--- config.mk ---
export PLATFORM = sky130hd
export DESIGN_NAME = ksc_cfg
export DESIGN_NICKNAME = d
export VERILOG_FILES = /design/src/ksc_pkg.sv /design/src/ksc_cfg.sv
export SDC_FILE = /design/constraint.sdc
export NUM_CORES = 1
export LEC_CHECK = 0
export BUFFER_PORTS_ARGS = -buffer_cell sky130_fd_sc_hd__clkbuf_2
export CORE_MARGIN = 5
export CORE_UTILIZATION = 34
export CTS_BUF_LIST = sky130_fd_sc_hd__clkbuf_4
export DETAILED_ROUTE_END_ITERATION = 8
export PLACE_DENSITY = 0.49
export SYNTH_ARGS = -nofsm -noshare
export SYNTH_HDL_FRONTEND = slang
export SYNTH_SLANG_ARGS = --single-unit
--- constraint.sdc ---
create_clock -name clk -period 2.8 [get_ports clk]
set_input_delay 0.42 -clock clk [delete_from_list [all_inputs] [get_ports clk]]
set_output_delay 0.42 -clock clk [all_outputs]
set_load 0.01 [all_outputs]
--- src/ksc_pkg.sv ---
// Package of constants and types for the key-scan configuration block
`default_nettype none
package ksc_pkg;
	// Register addresses
	localparam logic [7:0] ADDR_DEBOUNCE = 8'h02;
	localparam logic [7:0] ADDR_ALERT_CFG = 8'h03;
	localparam logic [7:0] ADDR_PORT_OUT = 8'h04;
	localparam logic [7:0] ADDR_REPEAT = 8'h05;
	// Reset values
	localparam logic [7:0] RST_DEBOUNCE = 8'hff;
	localparam logic [7:0] RST_ALERT_CFG = 8'h00;
	localparam logic [7:0] RST_PORT_OUT = 8'hfe;
	localparam logic [7:0] RST_REPEAT = 8'h00;
	// Field positions
	localparam int DEB_TIME_LSB = 0;
	localparam int DEB_TIME_MSB = 4;
	localparam int DEB_PORTS_LSB = 5;
	localparam int DEB_PORTS_MSB = 7;
	localparam int ALR_TIME_LSB = 0;
	localparam int ALR_TIME_MSB = 4;
	localparam int ALR_FIFO_LSB = 5;
	localparam int ALR_FIFO_MSB = 7;
	localparam int PORT_ALERT_BIT = 1;
	localparam int PORT_COL_LSB = 2;
	localparam int PORT_COL_MSB = 7;
	localparam logic [7:0] PORT_WR_MASK = 8'hfe;
	localparam int RPT_DELAY_LSB = 0;
	localparam int RPT_DELAY_MSB = 3;
	localparam int RPT_RATE_LSB = 4;
	localparam int RPT_RATE_MSB = 6;
	localparam int RPT_EN_BIT = 7;
	// Timing
	localparam int CLK_PERIOD_NS = 10;
	localparam int MS_IN_NS = 1000000;
	localparam int MS_CYCLES = MS_IN_NS / CLK_PERIOD_NS;
	localparam logic [5:0] DEB_BASE_MS = 6'h09;
	localparam int DELAY_SHIFT = 3;
	localparam int RATE_SHIFT = 2;
	// Codes
	localparam logic [7:0] REPEAT_CODE = 8'h7e;
	localparam int NUM_COLS = 6;
	// Autorepeat sequencer states
	typedef enum logic [1:0] {AR_IDLE, AR_DELAY, AR_REPEAT} ksc_ar_t;
	// Complete block state
	typedef struct packed {
		logic [7:0] deb_q;
		logic [7:0] alr_q;
		logic [7:0] port_q;
		logic [7:0] rpt_q;
		logic [7:0] rdata_q;
		logic [16:0] ms_cnt_q;
		logic [5:0] deb_ms_q;
		logic tick_q;
		logic alert_q;
		logic armed_q;
		logic [4:0] tcnt_q;
		ksc_ar_t ar_q;
		logic [7:0] ar_cnt_q;
		logic [7:0] last_press_q;
		logic push_q;
		logic [7:0] push_data_q;
	} ksc_state_t;
endpackage : ksc_pkg
`default_nettype wire

--- src/ksc_cfg.sv ---
// Key-scan controller configuration, alert, output port and autorepeat
// Behaviour
// Debounce cycle is 9 ms plus code
// Port-enable field maps column drivers to outputs
// All-zero alert config makes alert pin output
// Time trigger fires N cycles after event
// FIFO trigger fires at 2K entries
// Either enabled trigger asserts alert first
// Config bit 5 alone picks release mode; here the cfg_rel_mode input picks it
// Release on FIFO empty or host read
// Output pins driven low by zero bits
// Bits of non-output pins are ignored
// Port register reads back stored value
// Bit 7 enables autorepeat
// Initial delay is (code+1) times eight
// Interval is (code+1) times four
// Push repeat code after delay, then interval
// Held key's press code not re-queued
// One code per interval, restart on events
// Alert pin is active-low open drain
// Delays count whole selected debounce cycles
`default_nettype none
module ksc_cfg #(
	parameter int unsigned CYC_PER_MS = ksc_pkg::MS_CYCLES
) (
	input wire logic clk, // System clock
	input wire logic rstn, // Synchronous reset, active low
	input wire logic reg_wr, // Register write strobe
	input wire logic reg_rd, // Register read strobe
	input wire logic [7:0] reg_addr, // Register address
	input wire logic [7:0] reg_wdata, // Write data
	output logic [7:0] reg_rdata, // Read data, valid after read
	input wire logic cfg_rel_mode, // Alert release mode select
	input wire logic key_evt_valid, // Debounced key event pulse
	input wire logic key_evt_press, // Event is a press
	input wire logic [7:0] key_evt_data, // Event code
	input wire logic key_any_held, // Some key is held
	input wire logic [4:0] fifo_count, // Entries in event FIFO
	input wire logic fifo_read, // Host read of FIFO pulse
	output logic fifo_push, // Push into event FIFO
	output logic [7:0] fifo_data, // Data to push
	output logic [5:0] col_gpo_en, // Column 7..2 used as output
	output logic [5:0] col_out, // Column output level, always 0
	output logic [5:0] col_oe_n, // Column pull-low enable
	output logic alert_out, // Alert pin level, always 0
	output logic alert_oe_n, // Alert pin pull-low enable
	output logic deb_tick // One pulse per debounce cycle
);
	ksc_pkg::ksc_state_t st_q;
	ksc_pkg::ksc_state_t st_d;
	logic [4:0] deb_code;
	logic [2:0] ports_code;
	logic [4:0] time_n;
	logic [2:0] fifo_k;
	logic alert_cfg_zero;
	logic rpt_en;
	logic [7:0] delay_cycles;
	logic [7:0] rate_cycles;
	logic ms_tick;
	logic time_fire;
	logic fifo_hit;
	logic alert_set;
	logic alert_clr;
	logic suppress;
	logic evt_taken;
	logic rpt_fire;

	// Column outputs enabled from the top column downward
	function automatic logic [5:0] gpo_mask(input logic [2:0] code);
		logic [5:0] m;
		m = 6'h00;
		case (code)
			3'h0: m = 6'h00;
			3'h1: m = 6'h20;
			3'h2: m = 6'h30;
			3'h3: m = 6'h38;
			3'h4: m = 6'h3c;
			3'h5: m = 6'h3e;
			default: m = 6'h3f;
		endcase
		return m;
	endfunction : gpo_mask

	// Field decode
	assign deb_code = st_q.deb_q[ksc_pkg::DEB_TIME_MSB:ksc_pkg::DEB_TIME_LSB];
	assign ports_code =
		st_q.deb_q[ksc_pkg::DEB_PORTS_MSB:ksc_pkg::DEB_PORTS_LSB];
	assign time_n = st_q.alr_q[ksc_pkg::ALR_TIME_MSB:ksc_pkg::ALR_TIME_LSB];
	assign fifo_k = st_q.alr_q[ksc_pkg::ALR_FIFO_MSB:ksc_pkg::ALR_FIFO_LSB];
	assign alert_cfg_zero = (st_q.alr_q == 8'h00);
	assign rpt_en = st_q.rpt_q[ksc_pkg::RPT_EN_BIT];

	// Repeat delay and interval in debounce cycles
	assign delay_cycles = 8'({4'h0,
		st_q.rpt_q[ksc_pkg::RPT_DELAY_MSB:ksc_pkg::RPT_DELAY_LSB]} + 8'h01)
		<< ksc_pkg::DELAY_SHIFT;
	assign rate_cycles = 8'({5'h00,
		st_q.rpt_q[ksc_pkg::RPT_RATE_MSB:ksc_pkg::RPT_RATE_LSB]} + 8'h01)
		<< ksc_pkg::RATE_SHIFT;

	// Timebase and trigger terms
	assign ms_tick = (st_q.ms_cnt_q == 17'(CYC_PER_MS - 1));
	assign time_fire = st_q.tick_q && st_q.armed_q && (time_n != 5'h00) &&
		(st_q.tcnt_q + 5'h01 == time_n);
	assign fifo_hit = (fifo_k != 3'h0) &&
		(fifo_count >= {1'b0, fifo_k, 1'b0});
	assign alert_set = !alert_cfg_zero && (time_fire || fifo_hit);
	assign alert_clr = cfg_rel_mode ? fifo_read : (fifo_count == 5'h00);

	// Press of the held key is dropped while repeating
	assign suppress = key_evt_press && rpt_en &&
		(st_q.ar_q == ksc_pkg::AR_REPEAT) &&
		(key_evt_data == st_q.last_press_q);
	assign evt_taken = key_evt_valid && !suppress;
	assign rpt_fire = rpt_en && key_any_held && !evt_taken && st_q.tick_q &&
		(((st_q.ar_q == ksc_pkg::AR_DELAY) &&
		(st_q.ar_cnt_q + 8'h01 == delay_cycles)) ||
		((st_q.ar_q == ksc_pkg::AR_REPEAT) &&
		(st_q.ar_cnt_q + 8'h01 == rate_cycles)));

	// Next state of the whole block
	always_comb begin
		st_d = st_q;
		st_d.push_q = 1'b0;
		// Register writes
		if (reg_wr) begin
			case (reg_addr)
				ksc_pkg::ADDR_DEBOUNCE: st_d.deb_q = reg_wdata;
				ksc_pkg::ADDR_ALERT_CFG: st_d.alr_q = reg_wdata;
				ksc_pkg::ADDR_PORT_OUT: st_d.port_q =
					reg_wdata & ksc_pkg::PORT_WR_MASK;
				ksc_pkg::ADDR_REPEAT: st_d.rpt_q = reg_wdata;
				default: st_d.rdata_q = st_q.rdata_q;
			endcase
		end
		// Register reads return stored values
		if (reg_rd) begin
			case (reg_addr)
				ksc_pkg::ADDR_DEBOUNCE: st_d.rdata_q = st_q.deb_q;
				ksc_pkg::ADDR_ALERT_CFG: st_d.rdata_q = st_q.alr_q;
				ksc_pkg::ADDR_PORT_OUT: st_d.rdata_q = st_q.port_q;
				ksc_pkg::ADDR_REPEAT: st_d.rdata_q = st_q.rpt_q;
				default: st_d.rdata_q = 8'h00;
			endcase
		end
		// Millisecond and debounce cycle timebase
		st_d.tick_q = 1'b0;
		st_d.ms_cnt_q = ms_tick ? 17'h00000 : st_q.ms_cnt_q + 17'h00001;
		if (ms_tick) begin
			if (st_q.deb_ms_q >= ksc_pkg::DEB_BASE_MS - 6'h01 +
				{1'b0, deb_code}) begin
				st_d.deb_ms_q = 6'h00;
				st_d.tick_q = 1'b1;
			end else begin
				st_d.deb_ms_q = st_q.deb_ms_q + 6'h01;
			end
		end
		// Time-based trigger counts cycles after each key event
		if (evt_taken) begin
			st_d.armed_q = 1'b1;
			st_d.tcnt_q = 5'h00;
		end else if (time_fire) begin
			st_d.armed_q = 1'b0;
		end else if (st_q.tick_q && st_q.armed_q) begin
			st_d.tcnt_q = st_q.tcnt_q + 5'h01;
		end
		// Alert flag, set wins over release
		if (alert_cfg_zero) begin
			st_d.alert_q = 1'b0;
		end else if (alert_set) begin
			st_d.alert_q = 1'b1;
		end else if (alert_clr) begin
			st_d.alert_q = 1'b0;
		end
		// Autorepeat sequencer and FIFO push path
		if (evt_taken) begin
			st_d.push_q = 1'b1;
			st_d.push_data_q = key_evt_data;
			if (key_evt_press) begin
				st_d.last_press_q = key_evt_data;
			end
			st_d.ar_cnt_q = 8'h00;
			st_d.ar_q = (rpt_en && key_any_held) ?
				ksc_pkg::AR_DELAY : ksc_pkg::AR_IDLE;
		end else if (!rpt_en || !key_any_held) begin
			st_d.ar_q = ksc_pkg::AR_IDLE;
			st_d.ar_cnt_q = 8'h00;
		end else if (rpt_fire) begin
			st_d.push_q = 1'b1;
			st_d.push_data_q = ksc_pkg::REPEAT_CODE;
			st_d.ar_q = ksc_pkg::AR_REPEAT;
			st_d.ar_cnt_q = 8'h00;
		end else if (st_q.tick_q) begin
			case (st_q.ar_q)
				ksc_pkg::AR_IDLE: st_d.ar_q = ksc_pkg::AR_DELAY;
				ksc_pkg::AR_DELAY: st_d.ar_cnt_q = st_q.ar_cnt_q + 8'h01;
				ksc_pkg::AR_REPEAT: st_d.ar_cnt_q = st_q.ar_cnt_q + 8'h01;
				default: st_d.ar_q = ksc_pkg::AR_IDLE;
			endcase
		end
	end

	// State register
	always_ff @(posedge clk) begin
		if (!rstn) begin
			st_q <= '0;
			st_q.deb_q <= ksc_pkg::RST_DEBOUNCE;
			st_q.alr_q <= ksc_pkg::RST_ALERT_CFG;
			st_q.port_q <= ksc_pkg::RST_PORT_OUT;
			st_q.rpt_q <= ksc_pkg::RST_REPEAT;
			st_q.ar_q <= ksc_pkg::AR_IDLE;
		end else begin
			st_q <= st_d;
		end
	end

	// Pins and outputs
	assign col_gpo_en = gpo_mask(ports_code);
	assign col_out = 6'h00;
	assign col_oe_n = ~col_gpo_en |
		st_q.port_q[ksc_pkg::PORT_COL_MSB:ksc_pkg::PORT_COL_LSB];
	assign alert_out = 1'b0;
	assign alert_oe_n = alert_cfg_zero ?
		st_q.port_q[ksc_pkg::PORT_ALERT_BIT] : !st_q.alert_q;
	assign reg_rdata = st_q.rdata_q;
	assign fifo_push = st_q.push_q;
	assign fifo_data = st_q.push_data_q;
	assign deb_tick = st_q.tick_q;
endmodule : ksc_cfg
`default_nettype wire

# Word level (Yosys, flattened, before mapping)

Index checks and enable logic that the tools add are counted.

Register bits: 97
Output and inout bits: 38
Logic and storage cells: 119

Add/sub/neg operators: 7
Magnitude comparators: 2
Equality and inequality tests: 18
Multiplexer cells: 23
Bitwise logic cells: 4
Reductions and logical operators: 49

Operators by type and width:

| cell                                                             | count |
|---|---|
| 10-bit 2-to-1 mux                                                | 4 |
| 6-bit one-hot mux with 6 select lines                            | 1 |
| 8-bit one-hot mux with 4 select lines                            | 1 |
| 9-bit 2-to-1 mux                                                 | 3 |
| 2-bit AND reduction                                              | 10 |
| 17-bit by 1-bit adder with 17-bit output (second input constant) | 1 |
| 17-bit == test (second input constant)                           | 1 |
| 8-bit by 2-bit == test with 1-bit output (second input constant) | 2 |
| 8-bit by 3-bit == test with 1-bit output (second input constant) | 2 |
| 8-bit == test                                                    | 2 |
| 8-bit 2-to-1 mux                                                 | 2 |
| 1-bit logical AND                                                | 15 |
| 6-bit 2-to-1 mux                                                 | 2 |
| 5-bit 2-to-1 mux                                                 | 2 |
| 8-bit by 1-bit adder with 8-bit output (second input constant)   | 1 |
| 8-bit by 6-bit == test with 1-bit output                         | 1 |
| 8-bit zero test                                                  | 1 |
| 2-bit OR reduction                                               | 4 |
| 1-bit 2-to-1 mux                                                 | 7 |
| 4-bit by 5-bit adder with 6-bit output (first input constant)    | 1 |
| 6-bit by 1-bit adder with 6-bit output (second input constant)   | 1 |
| 3-bit by 2-bit == test with 1-bit output (second input constant) | 2 |
| 3-bit == test (second input constant)                            | 2 |
| 6-bit greater-or-equal comparator                                | 1 |
| other kinds (24)                                                 | 34 |

# Longest topological paths before layout

Gate-level depths: netlist (run 1).

Depth in word-level cells: 12
Mapped depth: 10
Gate-level depth less buffers: 9

# Worst setup path before layout (run 1)

Ideal clock, no wire load.

Kind: reg2reg
Start point: register st_q[17] (netlist bit)
End point: register st_q (netlist bit fifo_data[0])
Setup time: 114 ps
Arrival time: 1907 ps
Path slack: 779 ps
Cell stages (with the launch flop): 11
Path buffers: 2
Cell sequence: dfxtp_1 ha_1 clkbuf_1 nand3_1 xor2_1 a211oi_1 a2bb2oi_1 a32oi_1 buf_2 nand4_1 nand2_1

Longest elaborated chain between the ends: 7
Elaborated cells on any way between the ends: 9
Those cells by class: add/sub (1); eq/ne (2); reduce/logical (6)

Ends and longest elaborated chain:

| item                                                                      | line                           | text |
|---|---|---|
| start: declaration                                                        | ksc_cfg.sv:49                  | `ksc_pkg::ksc_state_t st_q;` |
| start signal: assignment                                                  | ksc_cfg.sv:213                 | `st_q <= st_d;` |
| 8-bit by 1-bit adder with 8-bit output *                                  | ksc_cfg.sv:117, ksc_cfg.sv:119 |  |
| 8-bit == test or 8-bit by 6-bit == test with 1-bit output (tied branches) | ksc_cfg.sv:117, ksc_cfg.sv:119 |  |
| 1-bit logical AND, on equally long branches                               | ksc_cfg.sv:116, ksc_cfg.sv:118 |  |
| 1-bit logical OR *                                                        | ksc_cfg.sv:117                 | `(st_q.ar_cnt_q + 8'h01 == delay_cycles)) \|\|` |
| 1-bit logical AND *                                                       | ksc_cfg.sv:115                 | `assign rpt_fire = rpt_en && key_any_held && !evt_taken && st_q.tick_q &&` |
| 2-bit nonzero test (no source line) *                                     | --                             |  |
| 2-bit AND reduction (no source line) *                                    | --                             |  |

Every way passes the cells marked *; elsewhere a longest branch is shown, timed or not.
A chain may end at the register's enable or synchronous reset.

# Final worst setup path (run 1)

Start point: register st_q[83] (netlist bit)
End point: output alert_oe_n

Longest elaborated chain between the ends: 2

Ends and longest elaborated chain:

| item             | line           | text |
|---|---|---|
| 8-bit zero test  | ksc_cfg.sv:90  | `assign alert_cfg_zero = (st_q.alr_q == 8'h00);` |
| 1-bit 2-to-1 mux | ksc_cfg.sv:223 | `assign alert_oe_n = alert_cfg_zero ?` |
| end: declaration | ksc_cfg.sv:46  | `output logic alert_oe_n,` |

No other way between the ends.

==> out/qor.yml, run 1 <==
clock_tree:
  ctsLongestPathBuffers: 2
  clock_latency_ns: 0.49
  ctsHoldBuffers: 0
  cts_resized: 0
  cts_buffers: 9
  clock-sinks: 97
  cts_setup_buffers: 0
  cts_tree: "yes"
  htree_levels: 3
  clkTransAtPathRegs_ns: 0.16
  cts_root_buffer: "clkbuf_4"
status:
  status: "finished clean"
sta:
  post-route-period-util_pct: 86.8
  maxSlewHeadroom_pct: 46.4
  timing.hold.ws_ns: 0.164
  clock_skew_ns: 0.0213
  setup_ws_ns: 0.369
  timing.final.hold_violations: 0
  clock.fmax_mhz: 411
  slew_viol_final: 0
  rsz0062_at_grt: "no"
  setup_viol: 0
  period_needed_ns: 2.43
  tns_ns: 0
  worstMarginPinSlew_ns: 0.796
die:
  num_rows: 45
  die_h_um: 134
  core_um2: 15100
  io-pin-count: 76
  floorplan.die.width_um: 134
  dieArea_um2: 18000
  start_util_pct: 34.6
worst_setup_path:
  critPathKind: "reg -> out"
  arrival_ns: 2.01
  critPathLaunchType: "register"
  cp-end-kind: "output port"
  r2r_slack_ns: 0.48
  worstPathRequired_ns: 2.38
  cp_max_fo: 4
  r2r-start: "st_q[27]$_SDFFE_PP0P_"
  cp-startpoint: "st_q[83]$_SDFFE_PN0P_"
cells_and_area:
  nNetsFinal: 707
  num_antenna_cells: 0
  layout_common_cells: "dfxtp_1, clkbuf_2, nand2_1"
  final_common_cell: "dfxtp_1"
  area_growth_pct: 9.79
  drive_gt1_share_pct: 14.9
  final_util_pct: 38.0
global_route:
  track_usage_pct: 14.0
  overflow: 0
  grt_pass1_vias: 3987
  grt_pass1_wl_um: 20100
  antenna_found_initial: 0
  grt_start_max_net_pins: 34
synth:
  seq_area_frac_synth_pct: 37.1
  yosys.area.top_type: "dfxtp_1"
  syn_area_um2: 5240
  syn_area_per_cell_um2: 8.67
  synth_edf_count: 0
  ys_seq_elements: 97
  async_flop_share_pct: 0
  synth_top_area_share_pct: 37.1
  yosys-top-cells-area: "dfxtp_1, mux2i_1, xor2_1, xnor2_1, ha_1"
  synth_cell_types: 55
  yosys_warnings: 0
  synthCells: 604
  synth_flop_cell: "dfxtp_1"
drt:
  drtPass1Iterations: 4
  num_vias: 4235
  wl_per_cell_um: 15.0
  vias_per_cell: 5.04
  ant_nets: 0
  wl_um: 12600
  drc_errors: 0
  drt_first_iter_violations: 277
power_and_ir_drop:
  internal-power_mw: 1.75
  p_sw_share_pct: 26.7
  leakagePower_nw: 2.38
  p_comb_share_pct: 7.7
  powerDensity_nw_per_um2: 416
  ir_drop_mv: 0.211
  p_sw_mw: 0.638
  sequentialPowerShare_pct: 59.5
  clkPwrFrac_pct: 32.8
place:
  place_ws_ns: 0.417
  port_buffers: 68
  dpl.hpwl_um: 9610
  gp_congestion: 0.807
hold_path:
  hp-class: "in -> reg"
  min_from: "key_evt_data[0]"
job:
  maxCapViolations: 0
## per-layer routing
| metal | vias up | global-route usage (%) | routed length (um) |
|---|---|---|---|
| met2 | 75 | 22.8 | 5920 |
| li1 | 2156 | - | - |
| met3 | 20 | 2.81 | 498 |
| met5 | - | 0 | 0 |
| met4 | 0 | 6.05 | 271 |
| met1 | 1984 | 18.1 | 5930 |
## cell usage after synthesis, drive strengths merged (4+ instances only)
cell and instances:
clkbuf 13, mux2i 33, a21oi 14, o221ai 5
xor2 31, and2 9, o21ai 11, a21o 5
and3 8, nand2 60, buf 35, nor2 54
o211a 7, xnor2 29, nor4 7, nor3 10
nand2b 13, nand4 10, o211ai 5, nor2b 19
dfxtp 97, ha 20, or4 4, a21boi 14
inv 16, nand3 40
## cells by family after synthesis
group / share of synthesized area [%]
buf+inv: 6.52
fa+ha+maj: 4.78
flops: 37.1
mux: 6.31
xor+xnor: 10.5
compound gates: 11.6
other cells: 0.0716
simple gates: 23.2
## sequential cells by signal (all words and copies together) (netlist names)
register / flops
deb_code: 5
deb_tick: 1
fifo_data: 8
fifo_k: 3
fifo_push: 1
ports_code: 3
reg_rdata: 8
rpt_en: 1
st_q: 67
## per-stage QoR
step                total power [mW]  area [um2]  cells
global placement                1.64        5620    826
global route                    2.51        5750    841
CTS                             2.43        5750    841
detailed placement              1.64        5620    826
floorplan                       1.58        5260    610
finish                          2.39        5750    841
## area by class of cell
cell class | count | area [um2]
Sequential cell | 97 | 1940
Inverter | 16 | 60.1
Timing Repair Buffer | 76 | 400
Fill cell | 1567 | 9390
Clock buffer | 9 | 67.6
Clock inverter | 6 | 68.8
Tap cell | 188 | 235
Multi-Input combinational cell | 449 | 2980
## final timing paths
kind,cells past startpoint,end
setup / recovery,5,alert_oe_n
hold / removal,3,fifo_data[0]$_SDFFE_PN0P_
setup reg to reg,7,st_q[30]$_SDFFE_PP0P_
hold reg to reg,2,fifo_data[0]$_SDFFE_PN0P_
## power groups by stage
stage / logic [mW] / clock network, mW / registers, mW
after floorplan: 0.134 / 0 / 1.45
after global placement: 0.186 / 0 / 1.45
after detailed placement: 0.188 / 0 / 1.45
after CTS: 0.188 / 0.822 / 1.42
after global routing: 0.206 / 0.875 / 1.43
final: 0.184 / 0.784 / 1.42
## critical path, cell delays in order, from the launching register on
cell and delay [ns]:
dfxtp_1 0.39, or4_1 0.53, nor2_1 0.19, nand2_1 0.11
a21oi_1 0.17, clkbuf_2 0.15
Power figures use the tool's default switching activity.
==> run 2: changes to the inputs <==
==> constraint.sdc (replaced) <==
create_clock -name clk -period 2.8 [get_ports clk]
set_input_delay 0.42 -clock clk [delete_from_list [all_inputs] [get_ports clk]]
set_output_delay 0.42 -clock clk [all_outputs]
set_load 0.1 [all_outputs]
==> out/qor.yml, run 2 (same netlist as run 1, synthesis figures left out) <==
status:
  status: "finished clean"
place:
  port_buffers: 68
  dp_cells: 825
  dpl.hpwl_um: 9620
  gp_congestion: 0.826
  place_ws_ns: 0.474
sta:
  timing.final.hold_violations: 0
  setup_viol: 0
  slew_viol_final: 0
  post-route-period-util_pct: 92.6
  tns_ns: 0
  rsz0062_at_grt: "no"
  setup_ws_ns: 0.208
  worstMarginPinSlew_ns: 0.619
  clock.fmax_mhz: 386
  maxSlewHeadroom_pct: 58.7
  period_needed_ns: 2.59
  clock_skew_ns: 0.0288
clock_tree:
  cts_setup_buffers: 0
  cts_tree: "yes"
  clock_latency_ns: 0.48
  ctsLongestPathBuffers: 2
  cts_buffers: 9
  clock-sinks: 97
  htree_levels: 3
  clkTransAtPathRegs_ns: 0.15
  cts_root_buffer: "clkbuf_4"
worst_setup_path:
  cp-end-kind: "output port"
  worstPathRequired_ns: 2.38
  crit_buf_inv: 1
  arrival_ns: 2.17
  r2r_slack_ns: 0.50
  critPathLaunchType: "register"
  crit_family: "simple AND/OR/NAND/NOR gates"
  critPathKind: "reg -> out"
  cp_slowest_stage_delay_ns: 0.51
  cp_max_fo: 4
  crit_chain: "or4_1 -> nor2_1 -> nand2_1 -> a21oi_2 -> clkbuf_4"
  slowest_stage: "or4_1"
power_and_ir_drop:
  ir_drop_mv: 0.150
  leakagePower_nw: 2.36
  powerDensity_nw_per_um2: 426
cells_and_area:
  top_register: "st_q"
  final_util_pct: 37.8
  largest_register_ff_count: 67
  area_growth_pct: 9.34
  nNetsFinal: 706
  num_antenna_cells: 0
  final_common_cell: "dfxtp_1"
  layout_common_cells: "dfxtp_1, clkbuf_2, nand2_1"
  fin_cells: 841
  drive_gt1_share_pct: 14.9
job:
  maxCapViolations: 0
die:
  dieArea_um2: 18000
  floorplan.die.width_um: 134
  io-pin-count: 76
  die_h_um: 134
  num_rows: 45
  start_util_pct: 34.6
  core_um2: 15100
global_route:
  grt_start_max_net_pins: 44
  track_usage_pct: 14.7
  use_met3_pct: 2.66
  grt.met1_usage_pct: 20.5
  antenna_found_initial: 0
  use_met2_pct: 22.6
  grt_pass1_vias: 4167
  grt_pass1_wl_um: 21400
  overflow: 0
  busiest_layer: "met2"
drt:
  vias_per_cell: 5.10
  drtPass1Iterations: 5
  drt_first_iter_violations: 312
  ant_nets: 0
  drc_errors: 0
  wl_per_cell_um: 15.5
  wl_um: 13000
  num_vias: 4289
hold_path:
  hp-class: "in -> reg"
run 2: metal layers:
| metal | vias to the layer above | part of all wire [%] |
|---|---|---|
| li1 | 2152 | - |
| met1 | 2028 | 49 |
| met2 | 94 | 45 |
| met3 | 15 | 3.8 |
| met4 | 0 | 1.9 |
| met5 | - | 0 |
run 2: path summary, 6_finish.rpt:
kind | start | endpoint | depth (start not counted)
hold reg to reg | fifo_data[7]$_SDFFE_PN0P_ | fifo_data[7]$_SDFFE_PN0P_ | 2
setup reg to reg | st_q[17]$_SDFFE_PP0P_ | st_q[18]$_SDFFE_PP0P_ | 8
hold / removal | key_evt_data[0] | fifo_data[0]$_SDFFE_PN0P_ | 3
setup / recovery | st_q[84]$_SDFFE_PN0P_ | alert_oe_n | 5
run 2: final cells by class:
type	count	area [um2]
inverters	16	60.1
repair buffers	75	395
fillers	1551	9420
flip-flops and latches	97	1940
clock buffers	9	67.6
clock inverters	7	46.3
well taps	188	235
multi-input cells	449	2980
run 2: per-stage QoR:
step           hold slack, ns  instance area [um2]  power (mW)
4_1_cts                 0.153                 5730        2.48
6_report                0.196                 5730        2.44
5_1_grt                 0.167                 5730        2.55
2_1_floorplan           0.429                 5270        1.71
3_5_place_dp            0.458                 5610        1.77
3_3_place_gp            0.443                 5610        1.77
run 2: power breakdown:
group          total [mW]  switching (mW)  internal (mW)
registers            1.42          0.0158           1.41
logic               0.319           0.244         0.0749
clock network       0.698           0.517          0.181
run 2: worst reg2reg max path, stage by stage, from the launching register on:
cell,delay (ns)
dfxtp_1,0.49
ha_1,0.38
a31oi_1,0.15
a211oi_1,0.27
a211oi_1,0.08
a2bb2oi_1,0.16
a32oi_1,0.20
nand3_1,0.30
a21oi_1,0.21
run 2: timing repair:
item                                    CTS  global route
endpoints found under the setup margin    0             1
hold buffers                              0             0
resized for setup                         0             2
